<file path="src/logic/psc_pkg.sv">
// Purpose: shared constants for the strap configuration latch
// Assumes: one 20 MHz core clock, synchronous active-high reset
// Notes: field positions refer to the basic control and advertisement words
package psc_pkg;
    localparam int unsigned PSC_CLK_HZ = 20000000; // core clock rate
    localparam int unsigned PSC_ADDR_W = 5; // station address width
    localparam int unsigned PSC_ADDR_PINS = 3; // address bits taken from pins
    localparam logic [1:0] PSC_ADDR_HI_ZERO = 2'h0; // upper address bits always zero
    localparam logic [2:0] PSC_ADDR_PIN_DEF = 3'h1; // pull defaults give address 00001
    localparam int unsigned PSC_MODE_W = 3; // interface select width
    localparam logic [2:0] PSC_MODE_DEF = 3'h0; // mii default
    // control word bit positions
    localparam int unsigned PSC_CTL_SPEED_BIT = 13; // speed select
    localparam int unsigned PSC_CTL_ANEG_BIT = 12; // auto-negotiation enable
    localparam int unsigned PSC_CTL_ISO_BIT = 10; // isolate
    localparam int unsigned PSC_CTL_DPX_BIT = 8; // duplex (1 = full)
    localparam logic [15:0] PSC_CTL_RST = 16'h3000; // 100m, aneg on, half, no isolate
    // advertisement word bit positions for speed capability
    localparam int unsigned PSC_ADV_100FD_BIT = 8; // 100 full
    localparam int unsigned PSC_ADV_100HD_BIT = 7; // 100 half
    localparam int unsigned PSC_ADV_10FD_BIT = 6; // 10 full
    localparam int unsigned PSC_ADV_10HD_BIT = 5; // 10 half
    localparam logic [15:0] PSC_ADV_RST = 16'h01e1; // all caps plus csma selector
    // strap pin defaults (internal pull levels)
    localparam logic PSC_ISO_DEF = 1'b0; // pull-down
    localparam logic PSC_SPEED_DEF = 1'b1; // pull-up
    localparam logic PSC_DPX_DEF = 1'b1; // pull-up, half duplex
    localparam logic PSC_ANEG_DEF = 1'b1; // pull-up
    localparam logic PSC_FIBER_DEF = 1'b0; // copper
    typedef enum logic [2:0] {
        PSC_MII = 3'h0,
        PSC_RMII = 3'h1,
        PSC_SMII = 3'h2,
        PSC_RSV3 = 3'h3,
        PSC_MII_PRE = 3'h4,
        PSC_RMII_B2B = 3'h5,
        PSC_MII_B2B = 3'h6,
        PSC_RSV7 = 3'h7
    } psc_mode_e;
endpackage

</file>
<file path="src/logic/psc_strap_latch.sv">
// Purpose: latch board straps at reset and seed the transceiver configuration
// Assumes: strap pins synchronous to core_clk; reset held at least two enabled edges
// Notes: the captured value is the pin level on the last enabled edge with reset high
`timescale 1ns/1ns
module psc_strap_latch
    import psc_pkg::*;
#(
    parameter int unsigned ADDR_PINS = PSC_ADDR_PINS // strapped address bits
)
(
    input wire logic core_clk, // core clock, 20 MHz
    input wire logic reset, // synchronous reset, active high
    input wire logic clk_en, // freezes all state while low
    input wire logic [ADDR_PINS-1:0] station_addr_strap, // address strap levels
    input wire logic [2:0] mode_strap, // interface select strap levels
    input wire logic iso_strap, // isolate strap level
    input wire logic speed_strap, // speed or far-end fault strap level
    input wire logic duplex_strap, // duplex strap level
    input wire logic autoneg_enable_strap, // auto-negotiation strap level
    input wire logic fiber_select, // copper low, fiber high
    output logic strap_oe_n, // high while straps are sampled, low once pins released
    output logic cfg_valid, // straps captured and stable
    output logic [4:0] station_addr, // management station address
    output logic [2:0] mode_code, // latched interface select
    output logic mode_mii, // mii family selected
    output logic mode_rmii, // rmii family selected
    output logic mode_smii, // smii selected
    output logic mode_b2b, // back-to-back variant
    output logic mode_pre_restore, // 100m preamble restore
    output logic mode_reserved, // reserved select code
    output logic fiber_mode, // latched fiber selection
    output logic far_end_fault_enable, // fiber far-end fault enable
    output logic [15:0] ctl_default, // control word default
    output logic [15:0] adv_default // advertisement word default
);
    typedef struct packed {
        logic oe_n;
        logic valid;
        logic [4:0] addr;
        logic [2:0] mode;
        logic mii;
        logic rmii;
        logic smii;
        logic b2b;
        logic pre;
        logic rsv;
        logic fiber;
        logic fef;
        logic [15:0] ctl;
        logic [15:0] adv;
    } psc_state_s;

    psc_state_s st_q; // registered state
    psc_state_s st_d; // next state
    logic dec_mii; // decoded mii
    logic dec_rmii; // decoded rmii
    logic dec_smii; // decoded smii
    logic dec_b2b; // decoded back-to-back
    logic dec_pre; // decoded preamble restore
    logic dec_rsv; // decoded reserved

    // decode the live select pins so the flags land with the code
    psc_mode_decode u_dec (
        .mode_code(mode_strap),
        .sel_mii(dec_mii),
        .sel_rmii(dec_rmii),
        .sel_smii(dec_smii),
        .sel_b2b(dec_b2b),
        .sel_pre(dec_pre),
        .sel_rsv(dec_rsv)
    );

    // sampling while reset is high; last sample before release is kept
    always_comb
    begin
        st_d = st_q;
        if (reset)
        begin
            st_d.oe_n = 1'b1; // pins are inputs during reset
            st_d.valid = 1'b0;
            // only the low bits come from pins; pulls give 00001
            st_d.addr = {PSC_ADDR_HI_ZERO, station_addr_strap[2:0]};
            st_d.mode = mode_strap;
            st_d.mii = dec_mii;
            st_d.rmii = dec_rmii;
            st_d.smii = dec_smii;
            st_d.b2b = dec_b2b;
            st_d.pre = dec_pre;
            st_d.rsv = dec_rsv;
            st_d.fiber = fiber_select;
            // speed pin doubles as far-end fault only in fiber mode
            st_d.fef = fiber_select & speed_strap;
            st_d.ctl = 16'h0000;
            st_d.ctl[PSC_CTL_ISO_BIT] = iso_strap;
            // pull-up is half duplex, so the full-duplex bit is inverted
            st_d.ctl[PSC_CTL_DPX_BIT] = ~duplex_strap;
            st_d.ctl[PSC_CTL_ANEG_BIT] = autoneg_enable_strap & ~fiber_select;
            st_d.adv = PSC_ADV_RST;
            if (fiber_select)
            begin
                // fiber runs at 100 fixed; speed pin means far-end fault here
                st_d.ctl[PSC_CTL_SPEED_BIT] = 1'b1;
            end
            else
            begin
                st_d.ctl[PSC_CTL_SPEED_BIT] = speed_strap;
                st_d.adv[PSC_ADV_100FD_BIT] = speed_strap;
                st_d.adv[PSC_ADV_100HD_BIT] = speed_strap;
            end
        end
        else
        begin
            // after release the pins go back to outputs, values held
            st_d.oe_n = 1'b0;
            st_d.valid = 1'b1;
        end
    end

    // single state register; clock enable freezes everything
    always_ff @(posedge core_clk)
    begin
        if (clk_en)
        begin
            st_q <= st_d;
        end
    end

    // outputs straight from the state flops
    assign strap_oe_n = st_q.oe_n;
    assign cfg_valid = st_q.valid;
    assign station_addr = st_q.addr;
    assign mode_code = st_q.mode;
    assign mode_mii = st_q.mii;
    assign mode_rmii = st_q.rmii;
    assign mode_smii = st_q.smii;
    assign mode_b2b = st_q.b2b;
    assign mode_pre_restore = st_q.pre;
    assign mode_reserved = st_q.rsv;
    assign fiber_mode = st_q.fiber;
    assign far_end_fault_enable = st_q.fef;
    assign ctl_default = st_q.ctl;
    assign adv_default = st_q.adv;
endmodule

</file>
<file path="src/logic/psc_mode_decode.sv">
// Purpose: decode of the live interface select strap pins
// Assumes: code is the live strap level; the latch registers the flags with it
// Notes: reserved codes raise a flag and select no interface
`timescale 1ns/1ns
module psc_mode_decode
    import psc_pkg::*;
(
    input wire logic [2:0] mode_code, // live select strap levels
    output logic sel_mii, // mii family
    output logic sel_rmii, // rmii family
    output logic sel_smii, // smii
    output logic sel_b2b, // back-to-back variant
    output logic sel_pre, // preamble restore variant
    output logic sel_rsv // reserved code seen
);
    // decode of the select code; codes 4, 5 and 6 raise a family flag plus a variant flag
    always_comb
    begin
        sel_mii = 1'b0;
        sel_rmii = 1'b0;
        sel_smii = 1'b0;
        sel_b2b = 1'b0;
        sel_pre = 1'b0;
        sel_rsv = 1'b0;
        case (psc_mode_e'(mode_code))
            PSC_MII: sel_mii = 1'b1;
            PSC_RMII: sel_rmii = 1'b1;
            PSC_SMII: sel_smii = 1'b1;
            PSC_MII_PRE:
            begin
                sel_mii = 1'b1;
                sel_pre = 1'b1;
            end
            PSC_RMII_B2B:
            begin
                sel_rmii = 1'b1;
                sel_b2b = 1'b1;
            end
            PSC_MII_B2B:
            begin
                sel_mii = 1'b1;
                sel_b2b = 1'b1;
            end
            default: sel_rsv = 1'b1; // reserved codes
        endcase
    end
endmodule

</file>
<file path="config.mk">
export PLATFORM = sky130hd
export DESIGN_NAME = psc_strap_latch
export DESIGN_NICKNAME = d
export VERILOG_FILES = /design/src/logic/psc_pkg.sv /design/src/logic/psc_strap_latch.sv /design/src/logic/psc_mode_decode.sv
export SDC_FILE = /design/constraint.sdc
export NUM_CORES = 1
export LEC_CHECK = 0
export ABC_AREA = 1
export BUFFER_PORTS_ARGS = -buffer_cell sky130_fd_sc_hd__buf_2
export CORE_MARGIN = 2
export CORE_UTILIZATION = 43
export CTS_CLUSTER_SIZE = 8
export DETAILED_ROUTE_END_ITERATION = 6
export PLACE_DENSITY = 0.8
export SETUP_SLACK_MARGIN = 0.3
export SKIP_CTS_REPAIR_TIMING = 1
export SLEW_MARGIN = 10
export SYNTH_ARGS = -nofsm -noshare
export SYNTH_HDL_FRONTEND = slang
export SYNTH_SLANG_ARGS = --single-unit
</file>
<file path="constraint.sdc">
create_clock -name core_clk -period 2.9 [get_ports core_clk]
set_clock_uncertainty 0.2 [all_clocks]
set_input_delay 0.58 -clock core_clk [delete_from_list [all_inputs] [get_ports core_clk]]
set_output_delay 0.58 -clock core_clk [all_outputs]
set_load 0.01 [all_outputs]
</file>
==> results.yml, run 1 <==
min_path:
  hold_class: "primary input to register"
timing:
  fmax_mhz: 615
  slew_headroom_pct: 59.3
  finalCriticalPeriod_ns: 1.63
  worst_slack_ns: 1.27
  maxSlewViolCount: 0
  tns_ns: 0
  rsz0062_at_grt: "false"
  tightest_slew_ns: 0.609
  setup_viol: 0
  hold_violations: 0
  layout_worst_path_cycle_share_pct: 56.1
logic_synthesis:
  yosys.area_share.simple_pct: 5.32
  synth-compound-area-share_pct: 0.546
  syn-mean-instance-area_sq_um: 12.6
  synth_edf_count: 20
  synth_top_cell_by_area: "edfxtp_1"
  yosysMostFrequentCell: "buf_4"
  syn_area_sq_um: 917
  synth_area_leaders: "edfxtp_1 (65%), buf_4 (25%), inv_1 (3.3%)"
  synthTopCellsByCount: "buf_4 (30), edfxtp_1 (20), inv_1 (8)"
  yosysSeqAreaShare_pct: 65.5
  synth_xor_area_share_pct: 0
  yosysWarnings: 0
  synth-async-reset-ratio_pct: 0
  yosys.area_share.adder_pct: 0
  ys_ff_latch: 20
  synth_cell_types: 9
  synthCells: 73
  synth_top_family_by_area: "buffers and inverters"
  synthMuxAreaShare_pct: 0
  yosys.area.top_type_share_pct: 65.5
  ys.flop_type: "edfxtp_1"
power_and_ir_drop:
  ir_worst_vdd_mv: 0.202
  p_per_area_nw_per_um2: 523
  leakagePower_nw: 0.502
worst_setup_path:
  worstPathArrival_ns: 0.85
  crit_path_cell_trace: "buf_2"
  crit_required_ns: 2.12
  path_delay_family: "flip-flops"
  critPathLaunchType: "register"
  slowest_stage: "edfxtp_1"
  criticalPathCategory: "register to primary output"
  max_stage_delay_ns: 0.41
  crit_fanout: 3
  path_buf_inv: 1
  endpoint_kind: "primary output"
die:
  placementRows: 16
  die_y_um: 50.2
  pin_count: 64
  core_area_sq_um: 1980
  initial_core_util_pct: 46.3
  die-area_sq_um: 2520
  fp.dieW_um: 50.2
cts:
  tritoncts: "done"
  root_buffer: "clkbuf_4"
  htree_num_levels: 1
  cts_buffers: 3
  clock-sinks: 20
  cts_max_path_buffers: 2
  clk_pin_slew_ns: 0.10
final_layout:
  n_antenna_cell: 0
  fillers: 190
  layout-drive-gt1-share_pct: 35.2
  regArea_sq_um: 601
  syn2layout_area_growth_pct: 11.7
  multi_input_area_sq_um: 159
  nets: 123
drt:
  drtAntennaViolNets: 0
  totalWireLength_mm: 1.18
  first_pass_iters: 3
  drt_iter0_markers: 2
  post-route-drc-count: 0
  vias: 507
  viasPerCell: 3.76
  wl_per_cell_um: 8.73
placed_design:
  dp_hpwl_um: 974
  place.gp.congestion: 0.672
  io_buffers: 35
  pre_cts_ws_ns: 1.12
global_routing:
  grt_overflow_total: 0
  antenna_found_initial: 0
  grt_use_total_pct: 9.32
  grt_pass1_wl_mm: 1.64
  grt_max_degree: 19
  first_global_vias: 409
status:
  outcome: "complete, no violations"
job:
  drv_cap: 0
-- registers in the layout, indices dropped and copies added (netlist names) --
signal	count
ctl_default	3
mode_reserved	1
cfg_valid	1
mode_pre_restore	1
adv_default	1
mode_smii	1
mode_rmii	1
mode_b2b	1
mode_code	3
strap_oe_n	1
fiber_mode	1
far_end_fault_enable	1
mode_mii	1
station_addr	3
-- where the power goes --
group | internal (W) | switching, W
clock network | 0.0000499 | 0.0000715
logic | 0.0000224 | 0.0000480
registers | 0.000340 | 0.00000479
total | 0.000412 | 0.000124
-- through the flow --
step / total power [W] / hold WS (ns) / cells / area, sq um / utilization [%]
3_3_place_gp: 0.000420 / 0.564 / 131 / 998 / 50.4
5_1_grt: 0.000560 / 0.249 / 135 / 1020 / 51.7
4_1_cts: 0.000542 / 0.253 / 135 / 1020 / 51.7
2_1_floorplan: 0.000419 / 0.479 / 99 / 1010 / -
6_report: 0.000536 / 0.266 / 135 / 1020 / 51.7
3_5_place_dp: 0.000422 / 0.559 / 131 / 998 / 50.4
-- per-layer routing --
layer | vias up | track usage (%) | part of all wire [%]
li1 | 244 | - | -
met1 | 215 | 8.51 | 35
met2 | 48 | 16.4 | 47
met3 | 0 | 3.57 | 18
met4 | 0 | 6.94 | 0
met5 | - | 0 | 0
-- cell type report --
cell class / instances / share of cell area (%)
clock buffer: 3 / 2.20
clock inverter: 1 / 0.366
inverter: 8 / 2.93
multi-input combinational: 41 / 15.5
sequential: 20 / 58.6
tap: 27 / 3.30
timing repair buffer: 35 / 17.1
-- kinds of logic after synthesis --
logic type             after synthesis
buffers and inverters               38
flip-flops                          20
AND/OR/NAND/NOR                     12
other                                2
AO/OA/AOI/OAI                        1
-- cell usage in the layout (no fill, tap or decap), drive strengths merged --
cell type  Yosys  final
nor2           5      5
clkinv         0      1
a21oi          1      1
buf           30     35
clkbuf         0      3
edfxtp        20     20
conb           2     28
nor3           1      1
inv            8      8
or2            1      1
nand2          5      5
-- worst paths after layout --
| kind | from | to | cells after the start |
|---|---|---|---|
| setup / recovery | adv_default[7] | adv_default[8] | 1 |
| hold / removal | station_addr_strap[0] | station_addr[0] | 1 |
(Power assumes the default switching activity.)
==> run 2: changes to the inputs <==
- CORE_UTILIZATION: 43 -> 40
- PLACE_DENSITY: 0.8 -> 0.75
- clock period: 2.9 -> 1.5 ns (I/O delays scaled with it)
==> run 2 against run 1 <==
  * Final area up 4.4%
  * Sequential share of layout area down 2.5 points
  * Global-route usage down 1.3 points
  * Via count up 3.2%
  * Wire length up 2.0%
  * Combinational power up 110%
  * Worst hold slack worse by 0.25 ns
  * Non-clock buffer count up 4
  * Clock power up 92%
  * Die area up 6.9%
  * Largest power group unchanged
==> results.yml, run 2 (synthesized netlist as in run 1, its figures left out) <==
die:
  pin_count: 64
  die_y_um: 51.9
  fp.dieW_um: 51.9
  die-area_sq_um: 2690
  placementRows: 17
  initial_core_util_pct: 41.9
  core_area_sq_um: 2190
timing:
  layout_worst_path_cycle_share_pct: 89.0
  maxSlewViolCount: 0
  hold_violations: 0
  rsz0062_at_grt: "true"
  fmax_mhz: 749
  finalCriticalPeriod_ns: 1.34
  tns_ns: 0
  setup_viol: 0
worst_setup_path:
  slowest_stage: "edfxtp_1"
  path_delay_family: "flip-flops"
  crit_fanout: 3
  crit_path_cell_trace: "buf_2"
  critPathLaunchType: "register"
  worstPathArrival_ns: 0.84
  path_buf_inv: 1
  crit_required_ns: 1.00
  endpoint_kind: "primary output"
  max_stage_delay_ns: 0.40
  criticalPathCategory: "register to primary output"
  cp.depth: 1
global_routing:
  antenna_found_initial: 0
  grt_use_total_pct: 8.03
  first_global_vias: 397
  grt_max_degree: 19
  grt_pass1_wl_mm: 1.57
  grt_overflow_total: 0
drt:
  first_pass_iters: 2
  vias: 523
  drtAntennaViolNets: 0
  drt_iter0_markers: 1
  wl_per_cell_um: 8.59
  viasPerCell: 3.74
  totalWireLength_mm: 1.20
  post-route-drc-count: 0
final_layout:
  final_common_cell: "buf_2"
  nets: 127
  syn2layout_area_growth_pct: 16.6
  fillers: 194
  n_antenna_cell: 0
  mostFrequentLayoutCells: "buf_2 (35), conb_1 (28), edfxtp_1 (20)"
  layout-drive-gt1-share_pct: 34.8
power_and_ir_drop:
  leakagePower_nw: 0.511
  ir_worst_vdd_mv: 0.418
  p_per_area_nw_per_um2: 975
  fin_total_pwr_w: 0.00104
min_path:
  holdPathStages: 1
  hold_class: "primary input to register"
placed_design:
  dp_hpwl_um: 948
  place.gp.congestion: 0.608
  io_buffers: 35
job:
  drv_cap: 0
cts:
  root_buffer: "clkbuf_4"
  cts_max_path_buffers: 2
  clk_pin_slew_ns: 0.10
  tritoncts: "done"
  cts_buffers: 3
  clock-sinks: 20
  htree_num_levels: 1
status:
  outcome: "complete, no violations"
[run 2: cell count changes in the layout (fill, tap and decap cells not counted)]
| cell | change |
|---|---|
| inv_1 | -1 |
| clkinvlp_4 | +1 |
| dlygate4sd3_1 | +4 |
[run 2: cell type report]
class / instances / area (sq um) / area share (%)
Clock inverter: 1 / 3.75 / 0.351
Tap cell: 28 / 35.0 / 3.27
Timing Repair Buffer: 39 / 215 / 20.1
Sequential cell: 20 / 601 / 56.1
Multi-Input combinational cell: 41 / 159 / 14.9
Inverter: 8 / 33.8 / 3.16
Clock buffer: 3 / 22.5 / 2.11
[run 2: metrics by stage]
stage          setup WS, ns  cell area, sq um  cells  util, %  hold WS [ns]
6_report              0.164              1070    140     48.8        0.0202
5_1_grt               0.100              1070    140     48.8       0.00323
4_1_cts               0.154              1030    136     47.0      -0.00624
3_5_place_dp         0.0968              1000    132     45.8         0.289
3_3_place_gp          0.125              1000    132     45.8         0.286
2_1_floorplan         0.314              1020     99        -         0.199
[run 2: where the power goes]
group          internal [W]  leakage [nW]  switching [W]  total, W
Sequential         0.000657         0.184     0.00000826  0.000665
Combinational     0.0000506         0.312      0.0000954  0.000146
Clock             0.0000963        0.0154       0.000136  0.000232
Total              0.000804         0.511       0.000239   0.00104
[run 2: metal layers]
metal / vias up / track usage, % / share of wire, %
met4: 0 / 2.63 / 0
met2: 44 / 14.3 / 49
met1: 227 / 7.97 / 33
met5: - / 0 / 0
li1: 252 / - / -
met3: 0 / 4.02 / 18
[run 2: path summary, 6_finish.rpt]
check                          to      startpoint
setup / recovery  ctl_default[13]  adv_default[7]
hold / removal         strap_oe_n           reset
==> run 3: changes to the inputs <==
- SYNTH_HIERARCHICAL: unset -> 1
==> run 3 against run 2 <==
  * Via count is 1.3% higher
  * Total power is 0.87% higher
  * Final cell count is 1.4% higher
  * Global-route usage is 0.71 points higher
  * Clock power is 3% higher
  * Largest power group unchanged
==> results.yml, run 3 <==
worst_setup_path:
  path_delay_family: "flip-flops"
  critPathLaunchType: "register"
  endpoint_kind: "primary output"
  path_buf_inv: 1
  slowest_stage: "edfxtp_1"
  crit_fanout: 3
  criticalPathCategory: "register to primary output"
  crit_required_ns: 1.00
  crit_path_cell_trace: "buf_2"
  worstPathArrival_ns: 0.84
  max_stage_delay_ns: 0.40
  crit_path_start: "adv_default[7]"
placed_design:
  io_buffers: 35
  place.gp.congestion: 0.655
  dp_hpwl_um: 979
die:
  initial_core_util_pct: 42.1
  core_area_sq_um: 2190
  die-area_sq_um: 2710
  fp.dieW_um: 52.0
  placementRows: 17
  pin_count: 64
  die_y_um: 52.0
job:
  drv_cap: 0
power_and_ir_drop:
  fin_total_pwr_w: 0.00105
  ir_worst_vdd_mv: 0.437
  leakagePower_nw: 0.525
  p_per_area_nw_per_um2: 973
global_routing:
  grt_overflow_total: 0
  antenna_found_initial: 0
  grt_max_degree: 19
  grt_use_total_pct: 8.74
  grt_pass1_wl_mm: 1.64
  first_global_vias: 386
cts:
  cts_buffers: 3
  htree_num_levels: 1
  clock-sinks: 20
  root_buffer: "clkbuf_4"
  tritoncts: "done"
  clk_pin_slew_ns: 0.10
  cts_max_path_buffers: 2
logic_synthesis:
  synth_area_leaders: "edfxtp_1 (65%), buf_4 (24%), inv_1 (4.1%)"
  yosys.area_share.adder_pct: 0
  synth_edf_count: 20
  synth_top_cell_by_area: "edfxtp_1"
  yosys.area_share.simple_pct: 5.02
  synth_top_family_by_area: "buffers and inverters"
  yosysMostFrequentCell: "buf_4"
  syn_area_sq_um: 922
  synthTopCellsByCount: "buf_4 (30), edfxtp_1 (20), inv_1 (10)"
  ys.flop_type: "edfxtp_1"
  ys_ff_latch: 20
  synth_cell_types: 8
  yosysWarnings: 6
  yosysSeqAreaShare_pct: 65.1
  synth_xor_area_share_pct: 0
  synthMuxAreaShare_pct: 0
  syn-mean-instance-area_sq_um: 12.3
  synth-async-reset-ratio_pct: 0
  synthCells: 75
  synth-compound-area-share_pct: 0.543
  yosys.area.top_type_share_pct: 65.1
timing:
  setup_viol: 0
  rsz0062_at_grt: "true"
  hold_violations: 0
  fmax_mhz: 744
  layout_worst_path_cycle_share_pct: 89.6
  tns_ns: 0
  finalCriticalPeriod_ns: 1.34
  maxSlewViolCount: 0
min_path:
  hp-start: "mode_strap[2]"
  hold_class: "primary input to register"
status:
  outcome: "complete, no violations"
drt:
  first_pass_iters: 4
  totalWireLength_mm: 1.25
  wl_per_cell_um: 8.80
  post-route-drc-count: 0
  wl_met2_um: 570
  viasPerCell: 3.73
  met1_length_um: 435
  highest_layer: "met4"
  route.met3.wl_um: 212
  drt_iter0_markers: 5
  vias: 530
  drtAntennaViolNets: 0
final_layout:
  fillers: 205
  layout-drive-gt1-share_pct: 34.2
  n_antenna_cell: 0
  final_common_cell: "buf_2"
  mostFrequentLayoutCells: "buf_2 (35), conb_1 (28), edfxtp_1 (20)"
  nets: 130
  syn2layout_area_growth_pct: 17.2
-- run 3: power breakdown --
group	internal [W]	switching (W)	leakage [nW]
Clock	0.0000935	0.000145	0.0138
Combinational	0.0000523	0.0000956	0.327
Sequential	0.000657	0.00000874	0.184
Total	0.000803	0.000249	0.525
-- run 3: metrics by stage --
| stage | hold WS [ns] | instance area [sq um] | util, % | setup slack [ns] | cells |
|---|---|---|---|---|---|
| after floorplan | 0.199 | 1020 | - | 0.314 | 101 |
| after global placement | 0.285 | 1010 | 46.0 | 0.124 | 134 |
| after detailed placement | 0.288 | 1010 | 46.0 | 0.0930 | 134 |
| after CTS | -0.0216 | 1030 | 47.1 | 0.139 | 137 |
| after global routing | 0.0154 | 1080 | 49.3 | 0.112 | 142 |
| final | 0.0157 | 1080 | 49.3 | 0.156 | 142 |
-- run 3: cells by family (layout without fill, tap and decap cells) --
kind of cell / Yosys count / count (layout)
AND/OR/NAND/NOR: 12 / 12
buffers and inverters: 40 / 53
flip-flops: 20 / 20
AO/OA/AOI/OAI: 1 / 1
other: 2 / 28
-- run 3: area by class of cell --
class	count	area [sq um]	share of cell area [%]
clock buffer	3	22.5	2.08
inverter	10	41.3	3.82
sequential	20	601	55.6
tap	28	35.0	3.24
timing repair buffer	40	225	20.8
multi-input combinational	41	156	14.5
-- run 3: path summary, 6_finish.rpt --
check,to,cells after the start
setup / recovery,ctl_default[13],1
hold / removal,mode_code[2],1
-- run 3: per-layer routing --
layer / vias to the layer above / track usage [%]
met1: 226 / 9.40
met3: 3 / 3.16
met4: 0 / 6.58
met5: - / 0
li1: 255 / -
met2: 46 / 13.9
